--- config.mk ---
export PLATFORM = sky130hd
export DESIGN_NAME = dclq_top
export DESIGN_NICKNAME = d
export VERILOG_FILES = /design/src/hw/dclq_pkg.sv /design/src/hw/dclq_fifo.sv /design/src/hw/dclq_top.sv
export SDC_FILE = /design/constraint.sdc
export NUM_CORES = 1
export LEC_CHECK = 0
export CAP_MARGIN = 20
export CORE_MARGIN = 2
export CORE_UTILIZATION = 57
export DETAILED_ROUTE_END_ITERATION = 10
export DONT_BUFFER_PORTS = 1
export PLACE_DENSITY = 0.72
export SLEW_MARGIN = 20
export SYNTH_ARGS = -nofsm -noshare
export SYNTH_HDL_FRONTEND = slang
export SYNTH_SLANG_ARGS = --single-unit
--- constraint.sdc ---
create_clock -name clk -period 3 [get_ports clk]
set_clock_uncertainty 0.1 [all_clocks]
set_input_delay 0.45 -clock clk [delete_from_list [all_inputs] [get_ports clk]]
set_output_delay 0.45 -clock clk [all_outputs]
set_load 0.05 [all_outputs]
--- src/hw/dclq_pkg.sv ---
// constants shared by the look-ahead queue and its storage buffer
// assumes a single clock and a user that drives write and read strobes
//
// Overview of operation
// - two read modes: standard or look-ahead, build-time
// - look-ahead loads output register without read
// - first word after empty appears unasked
// - read acknowledges word; next word replaces it
// - independent read strobe crossed internally, any phase
// - common clock build has no synchroniser
// - width conversion from 1:8 to 8:1
// - unequal widths only with block memory, independent
// - output pipeline delays data and valid one cycle
// - look-ahead reuses pipeline register as output
// - pipeline build resets data output to value
// - optional error injection and correction on words, block memory only
// - full, almost full, empty, almost empty, handshakes
// - read side and write side both follow clk timing
// - build-time choice of synchronous or asynchronous reset
`default_nettype none

package dclq_pkg;

   typedef enum logic {
      DCLQ_STANDARD,
      DCLQ_LOOK_AHEAD
   } dclq_mode_t;

   localparam int unsigned DCLQ_DEF_DEPTH   = 16;
   localparam int unsigned DCLQ_DEF_WR_W    = 8;
   localparam int unsigned DCLQ_DEF_RD_W    = 8;
   localparam int unsigned DCLQ_MAX_RATIO   = 8;
   localparam int unsigned DCLQ_PIECE_W     = 3;
   localparam int unsigned DCLQ_AFULL_GAP   = 1;
   localparam int unsigned DCLQ_AEMPTY_GAP  = 1;
   localparam logic [31:0] DCLQ_DOUT_RST    = 32'h0000_0000;
   localparam logic        DCLQ_EMPTY_RST   = 1'b1;
   localparam int unsigned DCLQ_SYNC_STAGES = 3;

endpackage

`default_nettype wire

--- src/hw/dclq_fifo.sv ---
// storage buffer of the queue: flip-flop memory with valid/ready on both sides
// assumes the caller holds ce low to freeze it and keeps widths consistent
`default_nettype none

module dclq_fifo
   import dclq_pkg::*;
#(
   parameter int unsigned W        = 8,
   parameter int unsigned DEPTH    = DCLQ_DEF_DEPTH,
   parameter bit          ASYNC_RS = 1'b0,
   localparam int unsigned AW      = $clog2(DEPTH),
   localparam int unsigned CW      = $clog2(DEPTH + 1)
)(
   input  wire logic          clk,
   input  wire logic          rst_n,
   input  wire logic          ce,
   input  wire logic          in_valid,
   output logic               in_ready,
   input  wire logic [W-1:0]  in_data,
   output logic               out_valid,
   input  wire logic          out_ready,
   output logic [W-1:0]       out_data,
   output logic [CW-1:0]      count
);

   typedef struct packed {
      logic [DEPTH-1:0][W-1:0] mem;
      logic [AW-1:0]           wp;
      logic [AW-1:0]           rp;
      logic [CW-1:0]           cnt;
   } dclq_buf_t;

   dclq_buf_t st_q;
   dclq_buf_t st_d;
   logic      push;
   logic      pop;

   ////////////////////////////////////////////////////////////////////////////

   assign in_ready  = (st_q.cnt != CW'(DEPTH));
   assign out_valid = (st_q.cnt != '0);
   assign out_data  = st_q.mem[st_q.rp];
   assign count     = st_q.cnt;
   assign push      = in_valid && in_ready;
   assign pop       = out_valid && out_ready;

   always_comb begin
      st_d = st_q;
      if (ce) begin
         if (push) begin
            st_d.mem[st_q.wp] = in_data;
            st_d.wp = (st_q.wp == AW'(DEPTH - 1)) ? '0 : st_q.wp + 1'b1;
         end
         if (pop) begin
            st_d.rp = (st_q.rp == AW'(DEPTH - 1)) ? '0 : st_q.rp + 1'b1;
         end
         st_d.cnt = st_q.cnt + CW'(push) - CW'(pop);
      end
   end

   ////////////////////////////////////////////////////////////////////////////

   generate
      if (ASYNC_RS) begin : g_arst
         always_ff @(posedge clk or negedge rst_n) begin
            if (!rst_n) begin
               st_q <= '0;
            end else begin
               st_q <= st_d;
            end
         end
      end else begin : g_srst
         always_ff @(posedge clk) begin
            if (!rst_n) begin
               st_q <= '0;
            end else begin
               st_q <= st_d;
            end
         end
      end
   endgenerate

endmodule

`default_nettype wire

--- src/hw/dclq_top.sv ---
// look-ahead queue: width conversion, read modes, output pipeline, ecc, flags
// assumes strobes from logic on clk, or with INDEP_RD a read strobe
// from a foreign domain held high for several clk cycles per request
`default_nettype none

module dclq_top
   import dclq_pkg::*;
#(
   parameter int unsigned WR_W      = DCLQ_DEF_WR_W,
   parameter int unsigned RD_W      = DCLQ_DEF_RD_W,
   parameter int unsigned DEPTH     = DCLQ_DEF_DEPTH,
   parameter dclq_mode_t  MODE      = DCLQ_STANDARD,
   parameter bit          OUT_REG   = 1'b0,
   parameter bit          ECC_ON    = 1'b0,
   parameter bit          MEM_BLOCK = 1'b1,
   parameter bit          INDEP_RD  = 1'b0,
   parameter bit          ASYNC_RS  = 1'b0,
   parameter logic [RD_W-1:0] DOUT_RST_VAL = RD_W'(DCLQ_DOUT_RST)
)(
   input  wire logic            clk,
   input  wire logic            rst_n,
   input  wire logic            ce,
   input  wire logic            wr_en,
   input  wire logic [WR_W-1:0] wr_data,
   input  wire logic            inj_sbit,
   input  wire logic            inj_dbit,
   input  wire logic            rd_en,
   output logic      [RD_W-1:0] rd_data,
   output logic                 valid,
   output logic                 full,
   output logic                 almost_full,
   output logic                 empty,
   output logic                 almost_empty,
   output logic                 wr_ack,
   output logic                 overflow,
   output logic                 underflow,
   output logic                 sbit_err,
   output logic                 dbit_err
);

   ////////////////////////////////////////////////////////////////////////////
   // build-time geometry

   // conversion only where block memory and an independent read side exist
   localparam bit NONSYM = MEM_BLOCK && INDEP_RD;
   localparam int unsigned RW_RAT = (NONSYM && RD_W > WR_W) ? RD_W / WR_W : 1;
   localparam int unsigned RR_RAT = (NONSYM && WR_W > RD_W) ? WR_W / RD_W : 1;
   localparam int unsigned SW = (WR_W > RD_W) ? WR_W : RD_W;
   localparam bit          ECC = ECC_ON && MEM_BLOCK;
   localparam int unsigned EW = ECC ? 2 * (SW + 1) : SW;
   localparam int unsigned CW = $clog2(DEPTH + 1);
   localparam bit          LOOK = (MODE == DCLQ_LOOK_AHEAD);
   localparam bit          PIPE = OUT_REG && !LOOK;
   localparam logic [RD_W-1:0] RST_OUT = OUT_REG ? DOUT_RST_VAL : '0;
   localparam logic [DCLQ_PIECE_W-1:0] W_LAST = DCLQ_PIECE_W'(RW_RAT - 1);
   localparam logic [DCLQ_PIECE_W-1:0] R_LAST = DCLQ_PIECE_W'(RR_RAT - 1);

   ////////////////////////////////////////////////////////////////////////////
   // state

   typedef struct packed {
      logic [DCLQ_SYNC_STAGES-1:0] sy;
      logic                        rq_lvl;
      logic [SW-1:0]               asm_w;
      logic [DCLQ_PIECE_W-1:0]     wc;
      logic [DCLQ_PIECE_W-1:0]     pc;
      logic [RD_W-1:0]             hold;
      logic                        hv;
      logic [RD_W-1:0]             dout;
      logic                        vld;
      logic                        full;
      logic                        afull;
      logic                        empty;
      logic                        aempty;
      logic                        wack;
      logic                        ovf;
      logic                        unf;
      logic                        sbe;
      logic                        dbe;
   } dclq_st_t;

   localparam dclq_st_t ST_RST = '{
      hold:   RST_OUT,
      dout:   RST_OUT,
      empty:  DCLQ_EMPTY_RST,
      aempty: DCLQ_EMPTY_RST,
      default: '0
   };

   dclq_st_t        st_q;
   dclq_st_t        st_d;
   logic            f_in_valid;
   logic            f_in_ready;
   logic [EW-1:0]   f_in_data;
   logic            f_out_valid;
   logic            f_out_ready;
   logic [EW-1:0]   f_out_data;
   logic [CW-1:0]   f_count;

   ////////////////////////////////////////////////////////////////////////////
   // error protection: two parity-guarded copies, the good one wins

   function automatic logic [EW-1:0] ecc_enc(
      input logic [SW-1:0] d,
      input logic          s,
      input logic          b
   );
      logic [SW:0] c0;
      logic [SW:0] c1;
      c0 = {^d, d};
      c1 = {^d, d};
      c0[0] = c0[0] ^ (s | b);
      c1[0] = c1[0] ^ b;
      if (ECC) begin
         ecc_enc = EW'({c1, c0});
      end else begin
         ecc_enc = EW'(d);
      end
   endfunction

   function automatic logic copy_bad(
      input logic [SW:0] c
   );
      copy_bad = ^c;
   endfunction

   function automatic logic [SW:0] copy_sel(
      input logic [EW-1:0] w,
      input logic          hi
   );
      logic [2*(SW+1)-1:0] x;
      x = (2*(SW+1))'(w);
      copy_sel = hi ? x[2*(SW+1)-1:SW+1] : x[SW:0];
   endfunction

   ////////////////////////////////////////////////////////////////////////////
   // storage

   dclq_fifo #(
      .W        (EW),
      .DEPTH    (DEPTH),
      .ASYNC_RS (ASYNC_RS)
   ) u_buf (
      .clk       (clk),
      .rst_n     (rst_n),
      .ce        (ce),
      .in_valid  (f_in_valid),
      .in_ready  (f_in_ready),
      .in_data   (f_in_data),
      .out_valid (f_out_valid),
      .out_ready (f_out_ready),
      .out_data  (f_out_data),
      .count     (f_count)
   );

   ////////////////////////////////////////////////////////////////////////////
   // write side: gather narrow pieces, push a whole word

   logic          w_last;
   logic          w_acc;
   logic [SW-1:0] w_word;

   assign w_last     = (st_q.wc == W_LAST);
   assign w_acc      = wr_en && (!w_last || f_in_ready);
   assign w_word     = st_q.asm_w | (SW'(wr_data) << (int'(st_q.wc) * WR_W));
   assign f_in_valid = ce && wr_en && w_last;
   assign f_in_data  = ecc_enc(w_word, inj_sbit, inj_dbit);

   ////////////////////////////////////////////////////////////////////////////
   // read side: decode, split wide words, choose request source

   logic [SW:0]     c_lo;
   logic [SW:0]     c_hi;
   logic            bad_lo;
   logic            bad_hi;
   logic [SW-1:0]   r_word;
   logic [RD_W-1:0] r_piece;
   logic            r_last;
   logic            req;
   logic            take;
   logic            ack;

   assign c_lo    = copy_sel(f_out_data, 1'b0);
   assign c_hi    = copy_sel(f_out_data, 1'b1);
   assign bad_lo  = ECC && copy_bad(c_lo);
   assign bad_hi  = ECC && copy_bad(c_hi);
   assign r_word  = !ECC ? SW'(f_out_data) : (bad_lo ? c_hi[SW-1:0] : c_lo[SW-1:0]);
   assign r_piece = RD_W'(r_word >> (int'(st_q.pc) * RD_W));
   assign r_last  = (st_q.pc == R_LAST);

   // foreign request: counted once the last two stages agree on a new high level
   assign req = INDEP_RD
      ? (st_q.sy[1] && st_q.sy[2] && !st_q.rq_lvl)
      : rd_en;

   // look-ahead refills when empty-handed or when the shown word is taken
   assign ack  = LOOK && req && st_q.hv;
   assign take = LOOK
      ? (f_out_valid && (!st_q.hv || ack))
      : (req && f_out_valid);
   assign f_out_ready = ce && take && r_last;

   ////////////////////////////////////////////////////////////////////////////
   // next state

   always_comb begin
      st_d = st_q;
      if (ce) begin
         // synchroniser chain for a request from the other timing domain
         st_d.sy = {st_q.sy[1:0], rd_en};
         if (st_q.sy[1] == st_q.sy[2]) begin
            st_d.rq_lvl = st_q.sy[2];
         end

         // write handshakes and packing
         st_d.wack = w_acc;
         st_d.ovf  = wr_en && !w_acc;
         if (w_acc) begin
            if (w_last) begin
               st_d.asm_w = '0;
               st_d.wc    = '0;
            end else begin
               st_d.asm_w = w_word;
               st_d.wc    = st_q.wc + 1'b1;
            end
         end

         // read path
         if (LOOK) begin
            if (take) begin
               st_d.hold = r_piece;
               st_d.hv   = 1'b1;
            end else if (ack) begin
               st_d.hv = 1'b0;
            end
            st_d.unf = req && !st_q.hv;
         end else begin
            st_d.hv = take;
            if (take) begin
               st_d.hold = r_piece;
            end
            st_d.unf = req && !f_out_valid;
         end
         if (take) begin
            st_d.pc  = r_last ? '0 : st_q.pc + 1'b1;
            st_d.sbe = bad_lo ^ bad_hi;
            st_d.dbe = bad_lo && bad_hi;
         end

         // extra pipeline stage in standard mode only
         st_d.dout = st_q.hold;
         st_d.vld  = st_q.hv;

         // status, one cycle behind the stored count, save look-ahead empty, which follows hv
         st_d.full   = (f_count == CW'(DEPTH));
         st_d.afull  = (f_count >= CW'(DEPTH - DCLQ_AFULL_GAP));
         st_d.empty  = LOOK ? !st_d.hv : (f_count == '0);
         st_d.aempty = (f_count <= CW'(DCLQ_AEMPTY_GAP));
      end
   end

   ////////////////////////////////////////////////////////////////////////////
   // registers

   generate
      if (ASYNC_RS) begin : g_arst
         always_ff @(posedge clk or negedge rst_n) begin
            if (!rst_n) begin
               st_q <= ST_RST;
            end else begin
               st_q <= st_d;
            end
         end
      end else begin : g_srst
         always_ff @(posedge clk) begin
            if (!rst_n) begin
               st_q <= ST_RST;
            end else begin
               st_q <= st_d;
            end
         end
      end
   endgenerate

   ////////////////////////////////////////////////////////////////////////////
   // outputs, all from flip-flops; the mux is fixed at build time

   assign rd_data      = PIPE ? st_q.dout : st_q.hold;
   assign valid        = PIPE ? st_q.vld : st_q.hv;
   assign full         = st_q.full;
   assign almost_full  = st_q.afull;
   assign empty        = st_q.empty;
   assign almost_empty = st_q.aempty;
   assign wr_ack       = st_q.wack;
   assign overflow     = st_q.ovf;
   assign underflow    = st_q.unf;
   assign sbit_err     = st_q.sbe;
   assign dbit_err     = st_q.dbe;

endmodule

`default_nettype wire

Word level (Yosys, flattened, before mapping)
Cells that the tools add are included.
W data, S select, Z words.
{"block": "word_totals", "ram_bits": 0, "output_inout_bits": 18, "latch_bits": 0, "memories": 0, "elab_cells": 81, "regBits": 171, "mem_bits_ro": 0, "input_bits": 15}
{"block": "classes", "bitwise": 1, "magnitude_cmp": 5, "n_mul": 0, "reduce_logical": 23, "mux": 9, "n_eq_ne": 4, "n_div": 0, "n_addsub": 6, "n_shift": 2}
{"op": "$bwmux W128", "count": 1}
{"op": "$bmux W8 S4", "count": 1}
{"op": "$demux W8 S4", "count": 1}
{"op": "$mux W8", "count": 2}
{"op": "$logic_and A1 B1 Y1", "count": 11}
{"op": "$mux W11", "count": 1}
{"op": "$lt A4 B5 Y1 const B", "count": 2}
{"op": "$add A4 B1 Y4 const B", "count": 2}
{"op": "$eq A4 B4 Y1 const B", "count": 2}
{"op": "$mux W4", "count": 2}
{"op": "$or A8 B8 Y8", "count": 1}
{"op": "$reduce_and A2 Y1", "count": 4}
{"op": "$shl A8 B6 Y8", "count": 1}
{"op": "$shr A8 B6 Y8", "count": 1}
{"op": "$add A3 B1 Y3 const B", "count": 2}
{"op": "$logic_not A3 Y1", "count": 2}
{"op": "$add A5 B1 Y5", "count": 1}
{"op": "$eq A5 B5 Y1 const B", "count": 1}
{"op": "$ge A5 B4 Y1 const B", "count": 1}
{"op": "$le A5 B1 Y1 const B", "count": 1}
{"op": "$logic_not A5 Y1", "count": 1}
{"op": "$ne A5 B5 Y1 const B", "count": 1}
{"op": "$reduce_bool A5 Y1", "count": 1}
{"op": "$sub A5 B1 Y5", "count": 1}
{"op": "other kinds (4)", "count": 6}

Logic depth before layout (Yosys ltp)
Gate-level depths: netlist (run 1).
{"block": "depth", "ltp_word": 6, "mapped_depth": 14, "ltp_nobuf": 13}

Modules after synthesis
From an unflattened synthesis (run 1), not the netlist that was laid out.
{"block": "unflattened", "hier_cells": 765, "hier_area_um2": 7921.3}
{"module": "dclq_fifo", "instances": 1, "cells_each": 611, "area_each_um2": 6482.5, "seq_area_each_um2": 2822.7}
{"module": "dclq_top", "instances": 1, "cells_each": 154, "area_each_um2": 1438.9, "seq_area_each_um2": 600.6}

Worst setup path after synthesis (run 1)
No wires, ideal clock.
{"block": "synth_path", "kind": "reg2reg", "from": "register u_buf.st_q, in the netlist u_buf.count[2]", "to": "register u_buf.st_q, in the netlist u_buf.count[4]", "stages_incl_launch_ff": 15, "period_less_slack_ns": 3.260, "t_arrival_ns": 3.069, "setup_time_ns": 0.091, "n_path_buf": 1, "t_required_ns": 2.809, "path_slack_ns": -0.260, "path_cell_list": "dfxtp_1 -> inv_1 -> ha_1 -> or4b_2 -> buf_2 -> nand2_1 -> inv_1 -> ha_1 -> inv_1 -> ha_1 -> fa_1 -> nand2b_1 -> a21oi_1 -> or3_1 -> a311oi_1"}
{"block": "synth_via", "elab_chain_cells": 6, "elab_cells_between_ends": 9, "classes_between": "add/sub: 2; eq/ne: 1; reduce/logical: 6"}
{"element": "start, declared", "line_no": "dclq_fifo.sv:33", "source": "dclq_buf_t st_q;"}
{"element": "start signal, assigned", "line_no": "dclq_fifo.sv:77", "source": "st_q <= st_d;"}
{"element": "branches (longest 5 deep; another with $add A5 B1 Y5)"}
{"element": "$sub A5 B1 Y5 (*)", "line_no": "dclq_fifo.sv:57", "source": "st_d.cnt = st_q.cnt + CW'(push) - CW'(pop);"}
Every way passes the cells marked *.
A chain may end at the register's enable or synchronous reset.

Worst setup path after layout (run 1)
Same ends and word-level chain as after synthesis.

==> results.py, run 1 <==
metrics = {
    "global_route": {
        "grt_usage": 0.247,
        "grt_pass1_wl_mm": 27.5,
        "grt_antenna_before_repair": 0,
        "grt_pass1_vias": 5415,
        "grt-ovfl-total": 0,
        "grt_start_max_net_pins": 144,
    },
    "clock_network": {
        "cts_tree": "yes",
        "root_buffer": "clkbuf_16",
        "cts.sinks": 171,
        "worstSkewPairLatency_ns": 0.43,
        "clk_pin_slew_ns": 0.06,
        "cts_buffers": 17,
        "ctsHtreeMaxLevel": 4,
        "cts_buffer_depth": 2,
    },
    "final_layout": {
        "final_cell_mix": "168 x dfxtp_1, 82 x nand3_1, 79 x nand2_1",
        "final_common_cell": "dfxtp_1",
        "finalNetCount": 767,
        "final_cells": 917,
        "drive_gt1_frac": 0.158,
        "antenna_cells": 0,
        "area_growth_pct": 7.29,
        "final_core_util": 0.622,
    },
    "pwr": {
        "clkPwrFrac": 0.406,
        "p_switching_mw": 1.29,
        "power_frac_comb": 0.110,
        "p_per_area_mw_per_mm2": 616,
        "power.leakage_nw": 3.25,
        "ir_worst_vdd_mv": 0.407,
        "p_int_mw": 3.77,
        "pwr-share-seq": 0.484,
        "swShare": 0.255,
    },
    "floorplanning": {
        "design.die.area_mm2": 0.0143,
        "die_y_um": 120,
        "core.rowCount": 42,
        "start_util": 0.579,
        "fp.dieW_um": 120,
        "coreArea_mm2": 0.0132,
        "ios": 33,
    },
    "setup_path": {
        "worstPathArrival_ns": 3.08,
        "startpoint_type": "flip-flop",
        "slowest_stage": "or4b_4",
        "critPathMaxFanout": 4,
        "crit_chain": "inv_4 -> ha_4 -> or4b_4 -> nand2_2 -> inv_2 -> ha_1 -> inv_1 -> ha_2 -> fa_2 -> nand2b_1 -> a21oi_2 -> or3_1 -> a311oi_1",
        "cp.required_ns": 3.24,
        "slowest_delay_ns": 0.46,
        "critPathCaptureType": "flip-flop",
        "critPathKind": "reg -> reg",
    },
    "timing": {
        "rsz0062_at_grt": "false",
        "worstMarginPinSlew_ns": 0.744,
        "slew_viol_final": 0,
        "fin_crit_ns": 2.84,
        "fmax_ghz": 0.353,
        "setup_viol": 0,
        "tns_ns": 0,
        "hold_viol": 0,
        "slew_headroom": 0.503,
        "fin_crit_sh": 0.945,
    },
    "status": {
        "status": "finished clean",
    },
    "logic_synthesis": {
        "synth_warnings": 0,
        "syn_area_mm2": 0.00764,
        "synth_edf_count": 0,
        "synthFlopType": "dfxtp_1",
        "synthCells": 768,
        "async_flop_share": 0,
        "ys_seq_area_frac": 0.448,
        "ys_types": 55,
        "synth_seq_cells": 171,
        "syn_area_per_cell_um2": 9.95,
    },
    "placed_design": {
        "dp_hpwl_mm": 10.8,
        "io_buffers": 0,
        "gp_congestion": 0.793,
        "place_inst": 883,
    },
    "routing": {
        "ant_nets": 0,
        "vias_per_cell": 6.03,
        "drc": 0,
        "vias": 5527,
        "drtIter0Drc": 518,
        "routedWlPerCell_um": 18.6,
        "drt-total-wl_mm": 17.0,
        "drtPass1Iterations": 5,
    },
    "min_path": {
        "worstHoldPathType": "in -> reg",
    },
    "run": {
        "drv_cap": 0,
    },
}
[Yosys cell counts, types with 2 or more instances]
library cell	count	area [um2]
nor2_1	24	90.1
dfxtp_1	171	3420
nand3_1	82	410
a21oi_1	25	125
clkbuf_1	36	135
or4_1	6	45.0
and2_1	2	12.5
nor2b_1	2	12.5
a32oi_1	2	17.5
a211oi_1	2	15.0
or2_2	3	18.8
nor3b_1	2	15.0
buf_6	2	22.5
or4b_1	2	20.0
mux2_2	8	90.1
nand2_1	80	300
buf_1	9	33.8
nand4_1	2	12.5
xor2_1	4	35.0
xnor2_1	2	17.5
buf_4	11	82.6
a21o_1	8	60.1
buf_2	17	85.1
a221o_1	8	80.1
inv_1	21	78.8
mux4_2	32	721
o21ai_1	4	20.0
nand4_2	3	37.5
ha_1	21	263
o21ai_0	74	370
nor3_1	3	15.0
nand2b_1	2	12.5
and3_1	4	25.0
nand3_2	5	50.1
mux2i_1	62	621
o21ai_2	8	70.1
[worst max-delay path, delay by kind of cell, from the launching register on]
family / cells / cell delay [ns]
adder cells (fa/ha/maj): 4 / 0.94
AND/OR/NAND/NOR: 4 / 0.96
flip-flops: 1 / 0.33
buffers and inverters: 3 / 0.16
AO/OA/AOI/OAI: 2 / 0.25
[area by class of cell]
cell class	instances	area [um2]
clock buffer	23	478
clock inverter	7	67.6
fill	1066	4990
inverter	21	81.3
multi-input combinational	500	3780
sequential	171	3430
tap	176	220
timing repair buffer	19	148
[power by group through the flow]
stage	sequential, mW	clock (mW)	combinational, mW
finish	2.45	2.05	0.555
global route	2.45	2.16	0.623
CTS	2.44	2.08	0.520
detailed placement	2.49	0	0.516
global placement	2.49	0	0.502
floorplan	2.45	0	0.480
[registers in the layout (all words and copies together), names as in the netlist]
signal,cells
u_buf.st_q,136
st_q,14
rd_data,8
u_buf.count,5
almost_empty,1
almost_full,1
empty,1
full,1
overflow,1
underflow,1
valid,1
wr_ack,1
[cells by family after synthesis]
kind of cell             after synthesis  synth area share
buffers and inverters                 98            0.0619
adder cells (fa/ha/maj)               22            0.0370
other                                  1          0.000491
AO/OA/AOI/OAI                        136             0.104
multiplexers                         102             0.187
XOR/XNOR                               6           0.00688
AND/OR/NAND/NOR                      232             0.154
flip-flops                           171             0.448
[routing by layer]
layer	global-route usage	vias to the layer above	part of all wire
met5	0	-	0
met4	0.101	0	0.022
met3	0.0437	29	0.039
met2	0.419	122	0.51
met1	0.313	2724	0.43
li1	-	2652	-
[final timing paths]
kind                                from                           to  slack, ns  depth (start not counted)
max          u_buf.count[2]$_SDFFE_PN0P_  u_buf.count[4]$_SDFFE_PN0P_       0.16                         13
min                                   ce  u_buf.count[3]$_SDFFE_PN0P_      0.008                          1
max reg2reg  u_buf.count[2]$_SDFFE_PN0P_  u_buf.count[4]$_SDFFE_PN0P_       0.16                         13
min reg2reg  u_buf.st_q[83]$_SDFFE_PN0P_  u_buf.st_q[83]$_SDFFE_PN0P_       0.36                          2
[timing repair]
action / 4_1_cts / 5_1_grt
endpoints found under the setup margin: 0 / 1
hold buffers: 2 / 0
gates resized for setup: 0 / 9
endpoints found under the hold margin: 2 / 0
setup buffers: 0 / 2
[per-stage QoR]
stage | power [mW] | setup slack [ns] | hold slack [ns] | cell area [um2]
finish | 5.05 | 0.164 | 0.00830 | 8200
global route | 5.24 | 0.000620 | 0.0223 | 8200
CTS | 5.04 | 0.0158 | 0.00543 | 8160
detailed placement | 3.01 | 0.0359 | 0.353 | 7590
global placement | 2.99 | 0.0781 | 0.342 | 7590
floorplan | 2.93 | 0.00916 | 0.334 | 7660
No activity file was read; power rests on OpenSTA's default activity.
==> run 2, diff against run 1 <==
--- a/config.mk
+++ b/config.mk
@@ -5,11 +5,11 @@
 export SDC_FILE = /design/constraint.sdc
 export NUM_CORES = 1
 export LEC_CHECK = 0
+export BUFFER_PORTS_ARGS = -buffer_cell sky130_fd_sc_hd__buf_2
 export CAP_MARGIN = 20
 export CORE_MARGIN = 2
-export CORE_UTILIZATION = 57
+export CORE_UTILIZATION = 55
 export DETAILED_ROUTE_END_ITERATION = 10
-export DONT_BUFFER_PORTS = 1
 export PLACE_DENSITY = 0.72
 export SLEW_MARGIN = 20
 export SYNTH_ARGS = -nofsm -noshare
==> run 2 against run 1 <==
Power rose by 5.6%. Sequential power fell by 4%. Core utilization fell by 0.66 points.
==> results.py, run 2 (synthesis results as in run 1) <==
metrics = {
    "floorplanning": {
        "start_util": 0.557,
        "coreArea_mm2": 0.0137,
        "die_y_um": 122,
        "design.die.area_mm2": 0.0149,
        "fp.dieW_um": 122,
        "core.rowCount": 43,
        "ios": 33,
    },
    "clock_network": {
        "cts_buffers": 17,
        "cts_tree": "yes",
        "clk_pin_slew_ns": 0.06,
        "ctsHoldBuffers": 0,
        "ctsHtreeMaxLevel": 4,
        "worstSkewPairLatency_ns": 0.43,
        "cts_buffer_depth": 2,
        "cts.sinks": 171,
        "root_buffer": "clkbuf_16",
    },
    "pwr": {
        "power_frac_comb": 0.135,
        "p_int_mw": 3.97,
        "p_per_area_mw_per_mm2": 632,
        "pwr-share-seq": 0.442,
        "ir_worst_vdd_mv": 0.414,
        "clkPwrFrac": 0.424,
        "swShare": 0.256,
        "power.leakage_nw": 3.47,
        "p_switching_mw": 1.37,
    },
    "timing": {
        "worstMarginPinSlew_ns": 0.826,
        "slew_viol_final": 0,
        "fmax_ghz": 0.345,
        "hold_slack_ns": 0.160,
        "fin_crit_ns": 2.90,
        "setup_viol": 0,
        "slew_headroom": 0.445,
        "fin_crit_sh": 0.966,
        "hold_viol": 0,
        "fin_ws_ns": 0.102,
    },
    "placed_design": {
        "dp_slack_ns": 0.0135,
        "io_buffers": 28,
        "dp_hpwl_mm": 11.2,
        "gp_congestion": 0.758,
        "place_inst": 921,
    },
    "setup_path": {
        "cp.required_ns": 3.25,
        "regToRegSetupSlack_ns": 0.10,
        "critPathKind": "reg -> reg",
        "r2r-start": "u_buf.count[3]$_SDFFE_PN0P_",
        "startpoint_type": "flip-flop",
        "rr_worst_depth": 13,
        "r2r-end": "u_buf.count[4]$_SDFFE_PN0P_",
        "worstPathArrival_ns": 3.14,
        "critPathMaxFanout": 4,
        "critPathCaptureType": "flip-flop",
    },
    "status": {
        "status": "finished clean",
    },
    "global_route": {
        "grt_antenna_before_repair": 0,
        "grt-ovfl-total": 0,
        "grt_start_max_net_pins": 70,
        "grt_pass1_vias": 5616,
        "grt_usage": 0.248,
        "grt_pass1_wl_mm": 28.0,
    },
    "routing": {
        "drtIter0Drc": 478,
        "routedWlPerCell_um": 17.9,
        "ant_nets": 0,
        "vias_per_cell": 5.81,
        "drc": 0,
        "vias": 5556,
        "drtPass1Iterations": 5,
        "drt-total-wl_mm": 17.1,
    },
    "final_layout": {
        "largest_register_ffs": 136,
        "final_cells": 956,
        "final_common_cell": "dfxtp_1",
        "final_cell_mix": "171 x dfxtp_1, 82 x nand3_1, 79 x nand2_1",
        "antenna_cells": 0,
        "finalNetCount": 800,
        "regMostFlops": "u_buf.st_q",
        "drive_gt1_frac": 0.197,
        "area_growth_pct": 10.4,
    },
    "min_path": {
        "min_to": "empty$_SDFFE_PN1P_",
        "worstHoldPathType": "in -> reg",
        "hp-start": "rst_n",
        "hold_depth": 2,
    },
    "run": {
        "drv_cap": 0,
    },
}
[run 2: area by class of cell]
| class | count | area [um2] |
|---|---|---|
| Clock buffer | 20 | 467 |
| Inverter | 21 | 78.8 |
| Sequential cell | 171 | 3420 |
| Fill cell | 1098 | 5280 |
| Clock inverter | 12 | 143 |
| Timing Repair Buffer | 52 | 323 |
| Multi-Input combinational cell | 500 | 3780 |
| Tap cell | 180 | 225 |
[run 2: worst max-delay path by stage]
stage	start	to	cells after the start
2_1_floorplan	u_buf.count[2]$_SDFFE_PN0P_	u_buf.count[4]$_SDFFE_PN0P_	14
3_3_place_gp	u_buf.count[3]$_SDFFE_PN0P_	u_buf.count[4]$_SDFFE_PN0P_	13
3_5_place_dp	u_buf.count[3]$_SDFFE_PN0P_	u_buf.count[4]$_SDFFE_PN0P_	13
4_1_cts	u_buf.count[3]$_SDFFE_PN0P_	u_buf.count[4]$_SDFFE_PN0P_	13
5_1_grt	u_buf.count[3]$_SDFFE_PN0P_	u_buf.count[4]$_SDFFE_PN0P_	13
6_report	u_buf.count[3]$_SDFFE_PN0P_	u_buf.count[4]$_SDFFE_PN0P_	13
[run 2: critical path: stages (launching register included)]
cell and delay (ns):
dfxtp_1 0.32, inv_2 0.08, ha_4 0.13, or4b_4 0.47, nand2_4 0.09, inv_2 0.05
ha_1 0.26, inv_1 0.04, ha_2 0.19, fa_2 0.34, nand2b_1 0.07, a21oi_1 0.08
or3_1 0.33, a311oi_1 0.26
[run 2: metrics by stage]
stage	total power, mW	utilization	instance area, um2	setup TNS [ns]
final	5.34	0.615	8440	0
after CTS	5.33	0.613	8410	0
after floorplan	2.93	-	7660	0
after global placement	3.06	0.568	7790	0
after detailed placement	3.08	0.568	7790	0
after global routing	5.55	0.615	8440	-0.0248
[run 2: power groups by stage]
| stage | registers [mW] | logic [mW] | clock network (mW) |
|---|---|---|---|
| after floorplan | 2.45 | 0.480 | 0 |
| after global placement | 2.40 | 0.659 | 0 |
| after detailed placement | 2.41 | 0.675 | 0 |
| after CTS | 2.36 | 0.686 | 2.29 |
| after global routing | 2.36 | 0.792 | 2.39 |
| final | 2.36 | 0.718 | 2.26 |
[run 2: timing repair]
item	4_1_cts	5_1_grt
gates resized for setup	3	3
setup buffers	0	3
pin swaps	2	4
endpoints found under the setup margin	1	1
[run 2: routing by layer]
layer	part of all wire	GRT usage	vias to the layer above
met5	0	0	-
met2	0.51	0.436	106
met1	0.44	0.303	2713
met3	0.036	0.0449	22
li1	-	-	2715
met4	0.018	0.0905	0
